<file path="src/common/adc_out_map.svh">
// Register addresses, bit positions and fixed codes of the output path
`ifndef ADC_OUT_MAP_SVH
`define ADC_OUT_MAP_SVH
`define A_CTRL 8'h00
`define A_SWING 8'h01
`define A_CHB 8'h25
`define A_CHA 8'h2b
`define A_CHD 8'h31
`define A_CHC 8'h37
`define A_PAT_HI 8'h3f
`define A_PAT_LO 8'h40
`define A_DIGEN 8'h42
`define A_BURST 8'h44
`define A_UNLOCK 8'hf1
`define B_RESET 1
`define B_READOUT 0
`define B_DIGEN 3
`define B_BURST_AB 6
`define B_BURST_CD 7
`define UNLOCK_KEY 2'h3
`define ADDR_BITS 5'h08
`define FRAME_BITS 5'h10
`define RAMP_DIV 3'h7
`define TOG11_A 14'h0555
`define TOG11_B 14'h02aa
`define TOG14_A 14'h1555
`define TOG14_B 14'h2aaa
`define ONES11 14'h07ff
`define ONES14 14'h3fff
`define GAIN_FRAC 9
`endif

</file>
<file path="src/common/adc_out_pkg.sv">
// Types of the output path
package adc_out_pkg;
	typedef logic [13:0] sample_t;
	typedef enum logic [2:0] {
		PAT_NORMAL = 3'h0,
		PAT_ZEROS = 3'h1,
		PAT_ONES = 3'h2,
		PAT_TOGGLE = 3'h3,
		PAT_RAMP = 3'h4,
		PAT_CUSTOM = 3'h5
	} pat_e;
	typedef struct packed {
		logic [3:0] gain;
		logic skip;
		pat_e pat;
	} chan_cfg_s;
	typedef struct packed {
		logic readout;
		logic [5:0] swing;
		chan_cfg_s [3:0] ch;
		sample_t custom;
		logic digen;
		logic [1:0] burst;
		logic [1:0] unlock;
	} regs_s;
	typedef struct packed {
		sample_t [3:0] s;
	} samples_s;
endpackage

</file>
<file path="src/rtl/adc_out_path.sv">
// Serial-programmed output path: gain, test patterns and output FIFO
`timescale 1ns/1ps
`include "adc_out_map.svh"

module sample_fifo #(
	parameter int W = 56,
	parameter int DEPTH = 8
) (
	// Clock and reset
	input wire logic clock,
	input wire logic rst,
	// Fill side
	input wire logic in_valid,
	output logic in_ready,
	input wire logic [W-1:0] in_data,
	// Drain side
	output logic out_valid,
	input wire logic out_ready,
	output logic [W-1:0] out_data
);
	localparam int AW = $clog2(DEPTH);
	typedef struct packed {
		logic [DEPTH-1:0][W-1:0] mem;
		logic [AW:0] wp;
		logic [AW:0] rp;
	} fifo_s;
	fifo_s q;
	fifo_s d;
	logic full;
	assign full = (q.wp[AW] != q.rp[AW]) && (q.wp[AW-1:0] == q.rp[AW-1:0]);
	assign in_ready = !full;
	assign out_valid = q.wp != q.rp;
	assign out_data = q.mem[q.rp[AW-1:0]];
	always_comb begin
		d = q;
		if (in_valid && !full) begin
			d.mem[q.wp[AW-1:0]] = in_data;
			d.wp = q.wp + 1'b1;
		end
		if (out_valid && out_ready) begin
			d.rp = q.rp + 1'b1;
		end
	end
	always_ff @(posedge clock or posedge rst) begin
		if (rst) begin
			q <= '0;
		end else begin
			q <= d;
		end
	end
endmodule

////////////////////////////////////////////////////////////////////////////////

module adc_out_path
	import adc_out_pkg::*;
(
	// Clock and reset
	input wire logic CLOCK,
	input wire logic RST,
	// Serial control port
	input wire logic SEN_N,
	input wire logic SCLK,
	input wire logic SDATA,
	output logic SERIAL_DATA_OUT_PIN,
	output logic SERIAL_DATA_OUT_PIN_OE,
	// Converter samples
	input wire logic IN_VALID,
	output logic IN_READY,
	input wire samples_s IN_DATA,
	// Output stream
	output logic OUT_VALID,
	input wire logic OUT_READY,
	output samples_s OUT_DATA,
	// Output driver
	output logic [5:0] LVDS_SWING
);
	typedef struct packed {
		regs_s r;
		logic sclk;
		logic [4:0] cnt;
		logic [15:0] sh;
		logic [7:0] sdo;
		logic [3:0] tog;
		logic [3:0][2:0] div;
		logic [3:0][13:0] ramp;
	} state_s;
	state_s q;
	state_s d;
	logic rise;
	logic wr;
	logic acc;
	logic [7:0] wr_a;
	logic [7:0] wr_v;
	logic [3:0] tog_nx;
	logic [3:0][2:0] div_nx;
	logic [3:0][13:0] ramp_nx;
	samples_s proc;

	////////////////////////////////////////////////////////////////////////////
	// Register access

	function automatic logic [7:0] rd_reg(regs_s r, logic [7:0] a);
		case (a)
			`A_CTRL: rd_reg = {7'h00, r.readout};
			`A_SWING: rd_reg = {r.swing, 2'h0};
			`A_CHA: rd_reg = r.ch[0];
			`A_CHB: rd_reg = r.ch[1];
			`A_CHC: rd_reg = r.ch[2];
			`A_CHD: rd_reg = r.ch[3];
			`A_PAT_HI: rd_reg = {2'h0, r.custom[13:8]};
			`A_PAT_LO: rd_reg = r.custom[7:0];
			`A_DIGEN: rd_reg = {4'h0, r.digen, 3'h0};
			`A_BURST: rd_reg = {r.burst[1], r.burst[0], 6'h00};
			`A_UNLOCK: rd_reg = {6'h00, r.unlock};
			default: rd_reg = 8'h00;
		endcase
	endfunction

	function automatic regs_s wr_reg(regs_s r, logic [7:0] a, logic [7:0] v);
		regs_s n;
		n = r;
		case (a)
			`A_CTRL: begin
				if (v[`B_RESET]) begin
					n = '0;
				end else begin
					n.readout = v[`B_READOUT];
				end
			end
			`A_SWING: n.swing = v[7:2];
			`A_CHA: n.ch[0] = chan_cfg_s'(v);
			`A_CHB: n.ch[1] = chan_cfg_s'(v);
			`A_CHC: n.ch[2] = chan_cfg_s'(v);
			`A_CHD: n.ch[3] = chan_cfg_s'(v);
			`A_PAT_HI: n.custom[13:8] = v[5:0];
			`A_PAT_LO: n.custom[7:0] = v;
			`A_DIGEN: n.digen = v[`B_DIGEN];
			`A_BURST: n.burst = {v[`B_BURST_CD], v[`B_BURST_AB]};
			`A_UNLOCK: n.unlock = v[1:0];
			default: n = r;
		endcase
		return n;
	endfunction

	////////////////////////////////////////////////////////////////////////////
	// Channel data path

	function automatic logic [10:0] gain_factor(logic [3:0] g);
		case (g)
			4'h0: gain_factor = 11'h200;
			4'h1: gain_factor = 11'h21e;
			4'h2: gain_factor = 11'h23e;
			4'h3: gain_factor = 11'h261;
			4'h4: gain_factor = 11'h285;
			4'h5: gain_factor = 11'h2ab;
			4'h6: gain_factor = 11'h2d3;
			4'h7: gain_factor = 11'h2fe;
			4'h8: gain_factor = 11'h32b;
			4'h9: gain_factor = 11'h35c;
			4'ha: gain_factor = 11'h38e;
			4'hb: gain_factor = 11'h3c4;
			4'hc: gain_factor = 11'h3fe;
			default: gain_factor = 11'h200;
		endcase
	endfunction

	function automatic sample_t chan_out(sample_t raw, chan_cfg_s c, logic m14, logic digen, logic t,
			sample_t ramp, sample_t cust);
		logic [24:0] prod;
		sample_t g;
		sample_t conv;
		prod = 25'(raw) * 25'(gain_factor(c.gain));
		prod = prod >> `GAIN_FRAC;
		if (!digen || c.skip) begin
			g = raw;
		end else if (prod[24:14] != '0) begin
			g = `ONES14;
		end else begin
			g = prod[13:0];
		end
		conv = m14 ? g : {3'h0, g[13:3]};
		case (c.pat)
			PAT_NORMAL: chan_out = conv;
			PAT_ZEROS: chan_out = '0;
			PAT_ONES: chan_out = m14 ? `ONES14 : `ONES11;
			PAT_TOGGLE: begin
				if (m14) begin
					chan_out = t ? `TOG14_B : `TOG14_A;
				end else begin
					chan_out = t ? `TOG11_B : `TOG11_A;
				end
			end
			PAT_RAMP: chan_out = m14 ? ramp : {3'h0, ramp[10:0]};
			PAT_CUSTOM: chan_out = m14 ? cust : {3'h0, cust[13:3]};
			default: chan_out = conv;
		endcase
	endfunction

	assign acc = IN_VALID && IN_READY;

	for (genvar i = 0; i < 4; i++) begin : g_ch
		logic m14;
		logic on_ramp;
		assign m14 = q.r.burst[i/2];
		assign on_ramp = q.r.ch[i].pat == PAT_RAMP;
		assign div_nx[i] = on_ramp ? q.div[i] + 3'h1 : 3'h0;
		assign tog_nx[i] = (q.r.ch[i].pat == PAT_TOGGLE) ? q.tog[i] ^ acc : 1'b0;
		always_comb begin
			if (!on_ramp) begin
				ramp_nx[i] = '0;
			end else if (m14) begin
				ramp_nx[i] = q.ramp[i] + 14'h1;
			end else if (q.div[i] == `RAMP_DIV) begin
				ramp_nx[i] = {3'h0, q.ramp[i][10:0] + 11'h1};
			end else begin
				ramp_nx[i] = q.ramp[i];
			end
		end
		assign proc.s[i] = chan_out(IN_DATA.s[i], q.r.ch[i], m14, q.r.digen, q.tog[i],
			q.ramp[i], q.r.custom);
	end

	sample_fifo #(
		.W($bits(samples_s)),
		.DEPTH(8)
	) u_fifo (
		.clock(CLOCK),
		.rst(RST),
		.in_valid(IN_VALID),
		.in_ready(IN_READY),
		.in_data(proc),
		.out_valid(OUT_VALID),
		.out_ready(OUT_READY),
		.out_data(OUT_DATA)
	);

	////////////////////////////////////////////////////////////////////////////
	// Serial port and state

	assign rise = SCLK && !q.sclk;
	assign wr_a = d.sh[15:8];
	assign wr_v = d.sh[7:0];

	always_comb begin
		d = q;
		wr = 1'b0;
		d.sclk = SCLK;
		d.tog = tog_nx;
		d.div = div_nx;
		d.ramp = ramp_nx;
		if (SEN_N) begin
			d.cnt = '0;
		end else if (rise && q.cnt < `FRAME_BITS) begin
			d.sh = {q.sh[14:0], SDATA};
			d.cnt = q.cnt + 5'h1;
			if (q.cnt >= `ADDR_BITS) begin
				d.sdo = {q.sdo[6:0], 1'b0};
			end
			if (d.cnt == `ADDR_BITS) begin
				d.sdo = rd_reg(q.r, d.sh[7:0]);
			end
			if (d.cnt == `FRAME_BITS) begin
				wr = 1'b1;
				d.r = wr_reg(q.r, d.sh[15:8], d.sh[7:0]);
			end
		end
	end

	always_ff @(posedge CLOCK or posedge RST) begin
		if (RST) begin
			q <= '0;
		end else begin
			q <= d;
		end
	end

	assign SERIAL_DATA_OUT_PIN = q.sdo[7];
	assign SERIAL_DATA_OUT_PIN_OE = q.r.readout;
	assign LVDS_SWING = (q.r.unlock == `UNLOCK_KEY) ? q.r.swing : 6'h00;
endmodule

</file>
<file path="config.mk">
export PLATFORM = sky130hd
export DESIGN_NAME = adc_out_path
export DESIGN_NICKNAME = d
export VERILOG_FILES = /design/src/common/adc_out_pkg.sv /design/src/rtl/adc_out_path.sv
export VERILOG_INCLUDE_DIRS = /design/src /design/src/common
export SDC_FILE = /design/constraint.sdc
export NUM_CORES = 2
export LEC_CHECK = 0
export CAP_MARGIN = 10
export CORE_UTILIZATION = 60
export CTS_CLUSTER_DIAMETER = 40
export DETAILED_ROUTE_END_ITERATION = 16
export DONT_BUFFER_PORTS = 1
export HOLD_SLACK_MARGIN = 0.1
export PLACE_DENSITY = 0.76
export SETUP_SLACK_MARGIN = 0.05
export SLEW_MARGIN = 10
export SYNTH_ARGS = -nofsm -noshare
export SYNTH_HDL_FRONTEND = slang
export SYNTH_SLANG_ARGS = --single-unit
</file>
<file path="constraint.sdc">
create_clock -name CLOCK -period 30.4 [get_ports CLOCK]
set_input_delay 6.08 -clock CLOCK [delete_from_list [all_inputs] [get_ports CLOCK]]
set_output_delay 6.08 -clock CLOCK [all_outputs]
set_load 0.01 [all_outputs]
</file>
; ---- Word-level counts from Yosys, hierarchy flattened
; Memory sizes are Yosys's and may differ from the RTL's.
; Cells that the tools add are included.
[word_totals]
rom_bits = 576
output_inout_bits = 66
memories = 4
input_bits = 63
regBits = 616
[memory_table]
columns = name, depth, width, rd, rd_clocked_by_memory_dff, write_ports, line
row1 = (no name shown), 16, 9, 1, 0, 0, adc_out_path.sv:150  ; case (g)
row2 = (no name shown), 16, 9, 1, 0, 0, adc_out_path.sv:150
row3 = (no name shown), 16, 9, 1, 0, 0, adc_out_path.sv:150
row4 = (no name shown), 16, 9, 1, 0, 0, adc_out_path.sv:150
[classes]
multipliers = 4
magnitude_cmp = 5
mux = 79
reduce_logical = 44
n_eq_ne = 55
bitwise_logic = 5
n_addsub = 15
[op_table]
columns = operator, count
row1 = 14-bit two-way mux, 40
row2 = 448-bit bitwise mux, 1
row3 = 14-bit case mux with 5 select lines, 4
row4 = 56-bit binary-select mux with 3-bit select, 1
row5 = 56-bit demux with 3-bit select, 1
row6 = 56-bit two-way mux, 2
row7 = 14-bit by 11-bit multiplier with 25-bit output, 4
row8 = 8-bit case mux with 11 select lines, 1
row9 = 8-bit by 6-bit equality test with 1-bit output (second input constant), 10
row10 = 8-bit case mux with 2 select lines, 5
row11 = 57-bit two-way mux, 1
row12 = 14-bit by 1-bit adder with 14-bit output (second input constant), 4
row13 = 5-bit AND reduction, 10
row14 = 8-bit by 7-bit equality test with 1-bit output (second input constant), 6
row15 = 11-bit by 1-bit adder with 11-bit output (second input constant), 4
row16 = 11-bit two-way mux, 4
row17 = 11-bit nonzero test, 4
row18 = 3-bit equality test (second input constant), 12
row19 = 29-bit two-way mux, 1
row20 = 3-bit by 2-bit equality test with 1-bit output (second input constant), 8
row21 = 6-bit case mux with 2 select lines, 2
row22 = 2-bit nonzero test, 12
row23 = 8-bit by 1-bit equality test with 1-bit output (second input constant), 2
row24 = 8-bit equality test (second input constant), 2
row25 = other kinds (32), 66

; ---- Depth between registers and ports, before layout
; An unclocked memory read counts as a cell.
[depth]
word_depth = 8
mapped_depth = 29
ltp_nobuf = 26

; ---- Hierarchy
; From an unflattened synthesis, not the netlist that was laid out.
[hier_totals]
hier_cells = 4692
hier_area_um2 = 50439.6
[by_module_without_submodules]
columns = module, n_inst, area_each_um2, cells_each
row1 = adc_out_path, 1, 29429.5, 3499
row2 = sample_fifo, 1, 21010.2, 1193

; ---- Least setup slack after synthesis
; No wires, ideal clock.
[synth_timing]
kind = input -> register
startpoint = in IN_DATA[19] (netlist name)
endpoint = reg u_fifo.q[138] (netlist name)
path_slack_ns = 18.588
cell_stages = 22
arrival_ns = 11.687
setup_ns = 0.125
required_ns = 30.275
path_buffers = 2
path_cell_list = clkbuf_1 -> and2_1 -> fa_1 -> inv_1 -> fa_1 -> inv_1 -> fa_1 -> fa_1 -> inv_1 -> fa_1 -> inv_1 -> ha_1 -> a21o_1 -> a31o_2 -> a221oi_1 -> o211ai_2 -> o22ai_1 -> mux2_2 -> buf_2 -> o311ai_1 -> o311ai_2 -> mux2_2
[synth_between]
elab_chain_cells = 7
[synth_lines]
columns = element, line
row1 = start: declaration, adc_out_path.sv:70  ; input wire samples_s IN_DATA,
row2 = 14-bit by 11-bit multiplier with 25-bit output *, adc_out_path.sv:173  ; prod = 25'(raw) * 25'(gain_factor(c.gain));
row3 = 11-bit nonzero test, adc_out_path.sv:177  ; end else if (prod[24:14] != '0) begin
row4 = 14-bit two-way mux *, adc_out_path.sv:177
row5 = 14-bit two-way mux *, adc_out_path.sv:175  ; if (!digen || c.skip) begin
row6 = 14-bit two-way mux *, adc_out_path.sv:182  ; conv = m14 ? g : {3'h0, g[13:3]};
row7 = 14-bit case mux with 5 select lines *, adc_out_path.sv:183  ; case (c.pat)
row8 = 448-bit bitwise mux *, adc_out_path.sv:37  ; d.mem[q.wp[AW-1:0]] = in_data;
row9 = end signal: assignment, adc_out_path.sv:46  ; q <= '0;
row10 = end signal: assignment, adc_out_path.sv:48  ; q <= d;
row11 = end: declaration, adc_out_path.sv:27  ; fifo_s q;
; Every way passes the cells marked *; elsewhere a longest branch is shown, timed or not.
; A chain may end at the register's enable or synchronous reset.

; ---- Final worst setup path
[layout_timing]
startpoint = in IN_DATA[19] (netlist name)
endpoint = reg u_fifo.q[80] (netlist name)
[layout_between]
elab_chain_cells = 7
[layout_lines]
columns = element, line
row1 = 14-bit by 11-bit multiplier with 25-bit output, adc_out_path.sv:173
row2 = 11-bit nonzero test, adc_out_path.sv:177
row3 = 14-bit two-way mux, adc_out_path.sv:177
row4 = 14-bit two-way mux *, adc_out_path.sv:175
row5 = 14-bit two-way mux *, adc_out_path.sv:182
row6 = 14-bit case mux with 5 select lines *, adc_out_path.sv:183
row7 = 448-bit bitwise mux *, adc_out_path.sv:37
; Marked as above.

==> flow_metrics.tcl <==
set metrics [dict create \
    post-route-min-period_ns 11.92 \
    fin_nets 5798 \
    die_area_mm2 0.0857 \
    vdd_drop_max_mv 0.0611 \
    fillers 6470 \
    die_h_um 293 \
    drtAntennaViolNets 0 \
    pwr_density_cell_mw_per_mm2 59.1 \
    seq_power_share 0.394 \
    cts_hold_buffers 0 \
    syn-cell-area_mm2 0.0507 \
    tritoncts "yes" \
    max_stage_delay_ns 0.97 \
    final_common_cell "nand2_1" \
    place_hpwl_mm 93.9 \
    cap_violations 0 \
    switchingPower_mw 1.08 \
    postSynthCellCount 5220 \
    worstPathCellList "and2_1 > fa_1 > inv_1 > fa_1 > inv_1 > fa_1 > fa_1 > inv_1 > fa_1 > inv_1 > ha_1 > o21a_1 > nor2_1 > or3_1 > a2111oi_0 > o2111a_1 > o32ai_1 > o211ai_1 > mux2_2" \
    drive_above_1_share 0.132 \
    clock_latency_ns 0.64 \
    grt_usage 0.317 \
    rsz0062_at_grt "false" \
    fp.dieW_um 293 \
    cp.arrival_ns 12.47 \
    synth_seq_cells 615 \
    synth.yosys.seq_area_share 0.304 \
    syn_nets 5976 \
    synth_top_flop_cell "dfrtp_1" \
    setup_viol 0 \
    cts_resized 0 \
    ys_async_sr_fraction 1.00 \
    worst-path-buf-inv 4 \
    hold_path_class "flop to flop" \
    synth_cell_type_count 97 \
    power_frac_comb 0.315 \
    num_vias 39000 \
    crit_slowest_cell "o211ai_1" \
    internal-power_mw 2.11 \
    synth_edf_count 0 \
    clk_path_buf_depth 3 \
    crit_path_end_kind "flop" \
    grt_pass1_wl_mm 216 \
    pin_count 129 \
    critical_path_class "input pin to flop" \
    root_buffer "clkbuf_16" \
    wirelength_mm 134 \
    grt_max_degree 125 \
    ys_warn_count 0 \
    final_area_mm2 0.0540 \
    critPathRequiredTime_ns 30.95 \
    hold_ws_ns 0.436 \
    fin_setup_tns_ns 0 \
    cts-htree-levels 3 \
    status "complete, no violations" \
    rows 106 \
    core_area_mm2 0.0837 \
    grt_antenna_before_repair 0 \
    power_switching_share 0.339 \
    cpLargestDelayFamily "adder cells" \
    cts_num_sinks 615 \
    hold_viol 0 \
    place_area_mm2 0.0514 \
    drt_iter0_markers 3667 \
    clockPowerShare 0.291 \
    vias_per_cell 6.25 \
    total_power_mw 3.20 \
    clk_pin_slew_ns 0.05 \
    worstMarginPinSlew_ns 1.20 \
    port_buffers 0 \
    drv_slew 0 \
    crit_path_max_fanout 17 \
    worstSetupStartpointType "input pin" \
    final_cell_mix "624 x nand2_1, 610 x dfrtp_1, 533 x inv_1, 380 x fa_1, 378 x nor2_1" \
    max-slew-margin-rel 0.196 \
    syn_to_final_growth_pct 6.60 \
    grt_pass1_vias 39800 \
    synth_area_per_cell_um2 9.71 \
    leakagePower_nw 24.5 \
    clock_skew_ns 0.0487 \
    wl_per_cell_um 21.5 \
    gp_congestion 0.951 \
    cts_buffers 77 \
    post_cts_buffers 0 \
    route.detailed.drc 0 \
    path_common_cell "fa_1" \
    fmax_mhz 83.9 \
    grt-ovfl-total 0 \
    firstDrtPassIters 9 \
    initial_core_util 0.606 \
    fin_crit_sh 0.392 \
]
## layout make-up
cell class              instances  area (µm²)  area share
inverters                     535        2020      0.0373
well taps                    1134        1420      0.0263
flip-flops and latches        615       15400       0.285
clock inverters                50         601      0.0111
multi-input cells            3761       32200       0.595
repair buffers                 52         390     0.00722
diodes                          1        2.50   0.0000463
clock buffers                  93        2050      0.0379
## cell families after synthesis
kind of cell             after synthesis  synth area share
AO/OA/AOI/OAI                        912             0.117
XOR/XNOR                              89            0.0154
adder cells (fa/ha/maj)              693             0.227
buffers and inverters                844            0.0631
flip-flops                           615             0.304
multiplexers                         430             0.122
AND/OR/NAND/NOR                     1637             0.151
## Yosys cell counts (25+ instances only)
library cell,instances,share of area
ha_1,313,0.077
a31oi_1,112,0.014
a21oi_1,230,0.023
nand2b_1,33,0.0041
xnor2_1,45,0.0078
inv_1,534,0.040
xor2_1,44,0.0076
mux4_2,124,0.055
and3_1,65,0.0080
nand3_1,55,0.0054
and2_1,251,0.031
mux2i_1,31,0.0061
o21ai_0,243,0.024
dfrtp_1,615,0.30
o31ai_1,37,0.0055
nor2b_1,26,0.0032
nand4_1,38,0.0047
nor2_1,382,0.028
mux2_2,274,0.061
fa_1,380,0.15
buf_1,31,0.0023
clkbuf_1,263,0.019
nand2_1,625,0.046
or2_2,25,0.0031
nor3_1,60,0.0059
## power groups by stage
stage	Combinational [mW]	Sequential (mW)	Clock, mW
3_3_place_gp	0.966	1.25	0
6_report	1.01	1.26	0.929
5_1_grt	1.08	1.29	0.971
2_1_floorplan	0.821	1.17	0
3_5_place_dp	0.998	1.26	0
4_1_cts	1.01	1.25	0.936
## flip-flops by register name, indices dropped and copies added (netlist names)
| name | count |
|---|---|
| g_ch.m14 | 2 |
| SERIAL_DATA_OUT_PIN_OE | 1 |
| u_fifo.q | 456 |
| SERIAL_DATA_OUT_PIN | 1 |
| q | 155 |
## path summary, 6_finish.rpt
kind	from	endpoint	slack (ns)	cells past startpoint
worst max-delay path	IN_DATA[19]	u_fifo.q[80]	18.48	19
worst min-delay path	q[65]	q[65]	0.44	1
worst max register to register	q[133]	u_fifo.q[80]	21.65	24
worst min register to register	q[65]	q[65]	0.44	1
max in group asynchronous	RST	g_ch[2].m14	21.11	5
min in group asynchronous	RST	u_fifo.q[197]	5.45	1
## per-stage QoR
stage / utilization / setup WS, ns / instances
2_1_floorplan: - / 7.10 / 5220
4_1_cts: 0.646 / 18.52 / 6240
5_1_grt: 0.646 / 18.25 / 6240
3_3_place_gp: 0.614 / 18.08 / 6097
6_report: 0.646 / 18.48 / 6241
3_5_place_dp: 0.614 / 17.90 / 6097
## metal layers
| metal | track usage | vias to the layer above | share of wire |
|---|---|---|---|
| met2 | 0.523 | 1612 | 0.48 |
| li1 | - | 17400 | - |
| met4 | 0.133 | 0 | 0.042 |
| met1 | 0.419 | 19600 | 0.40 |
| met5 | 0 | - | 0 |
| met3 | 0.0459 | 322 | 0.074 |
Power figures use the tool's default switching activity.
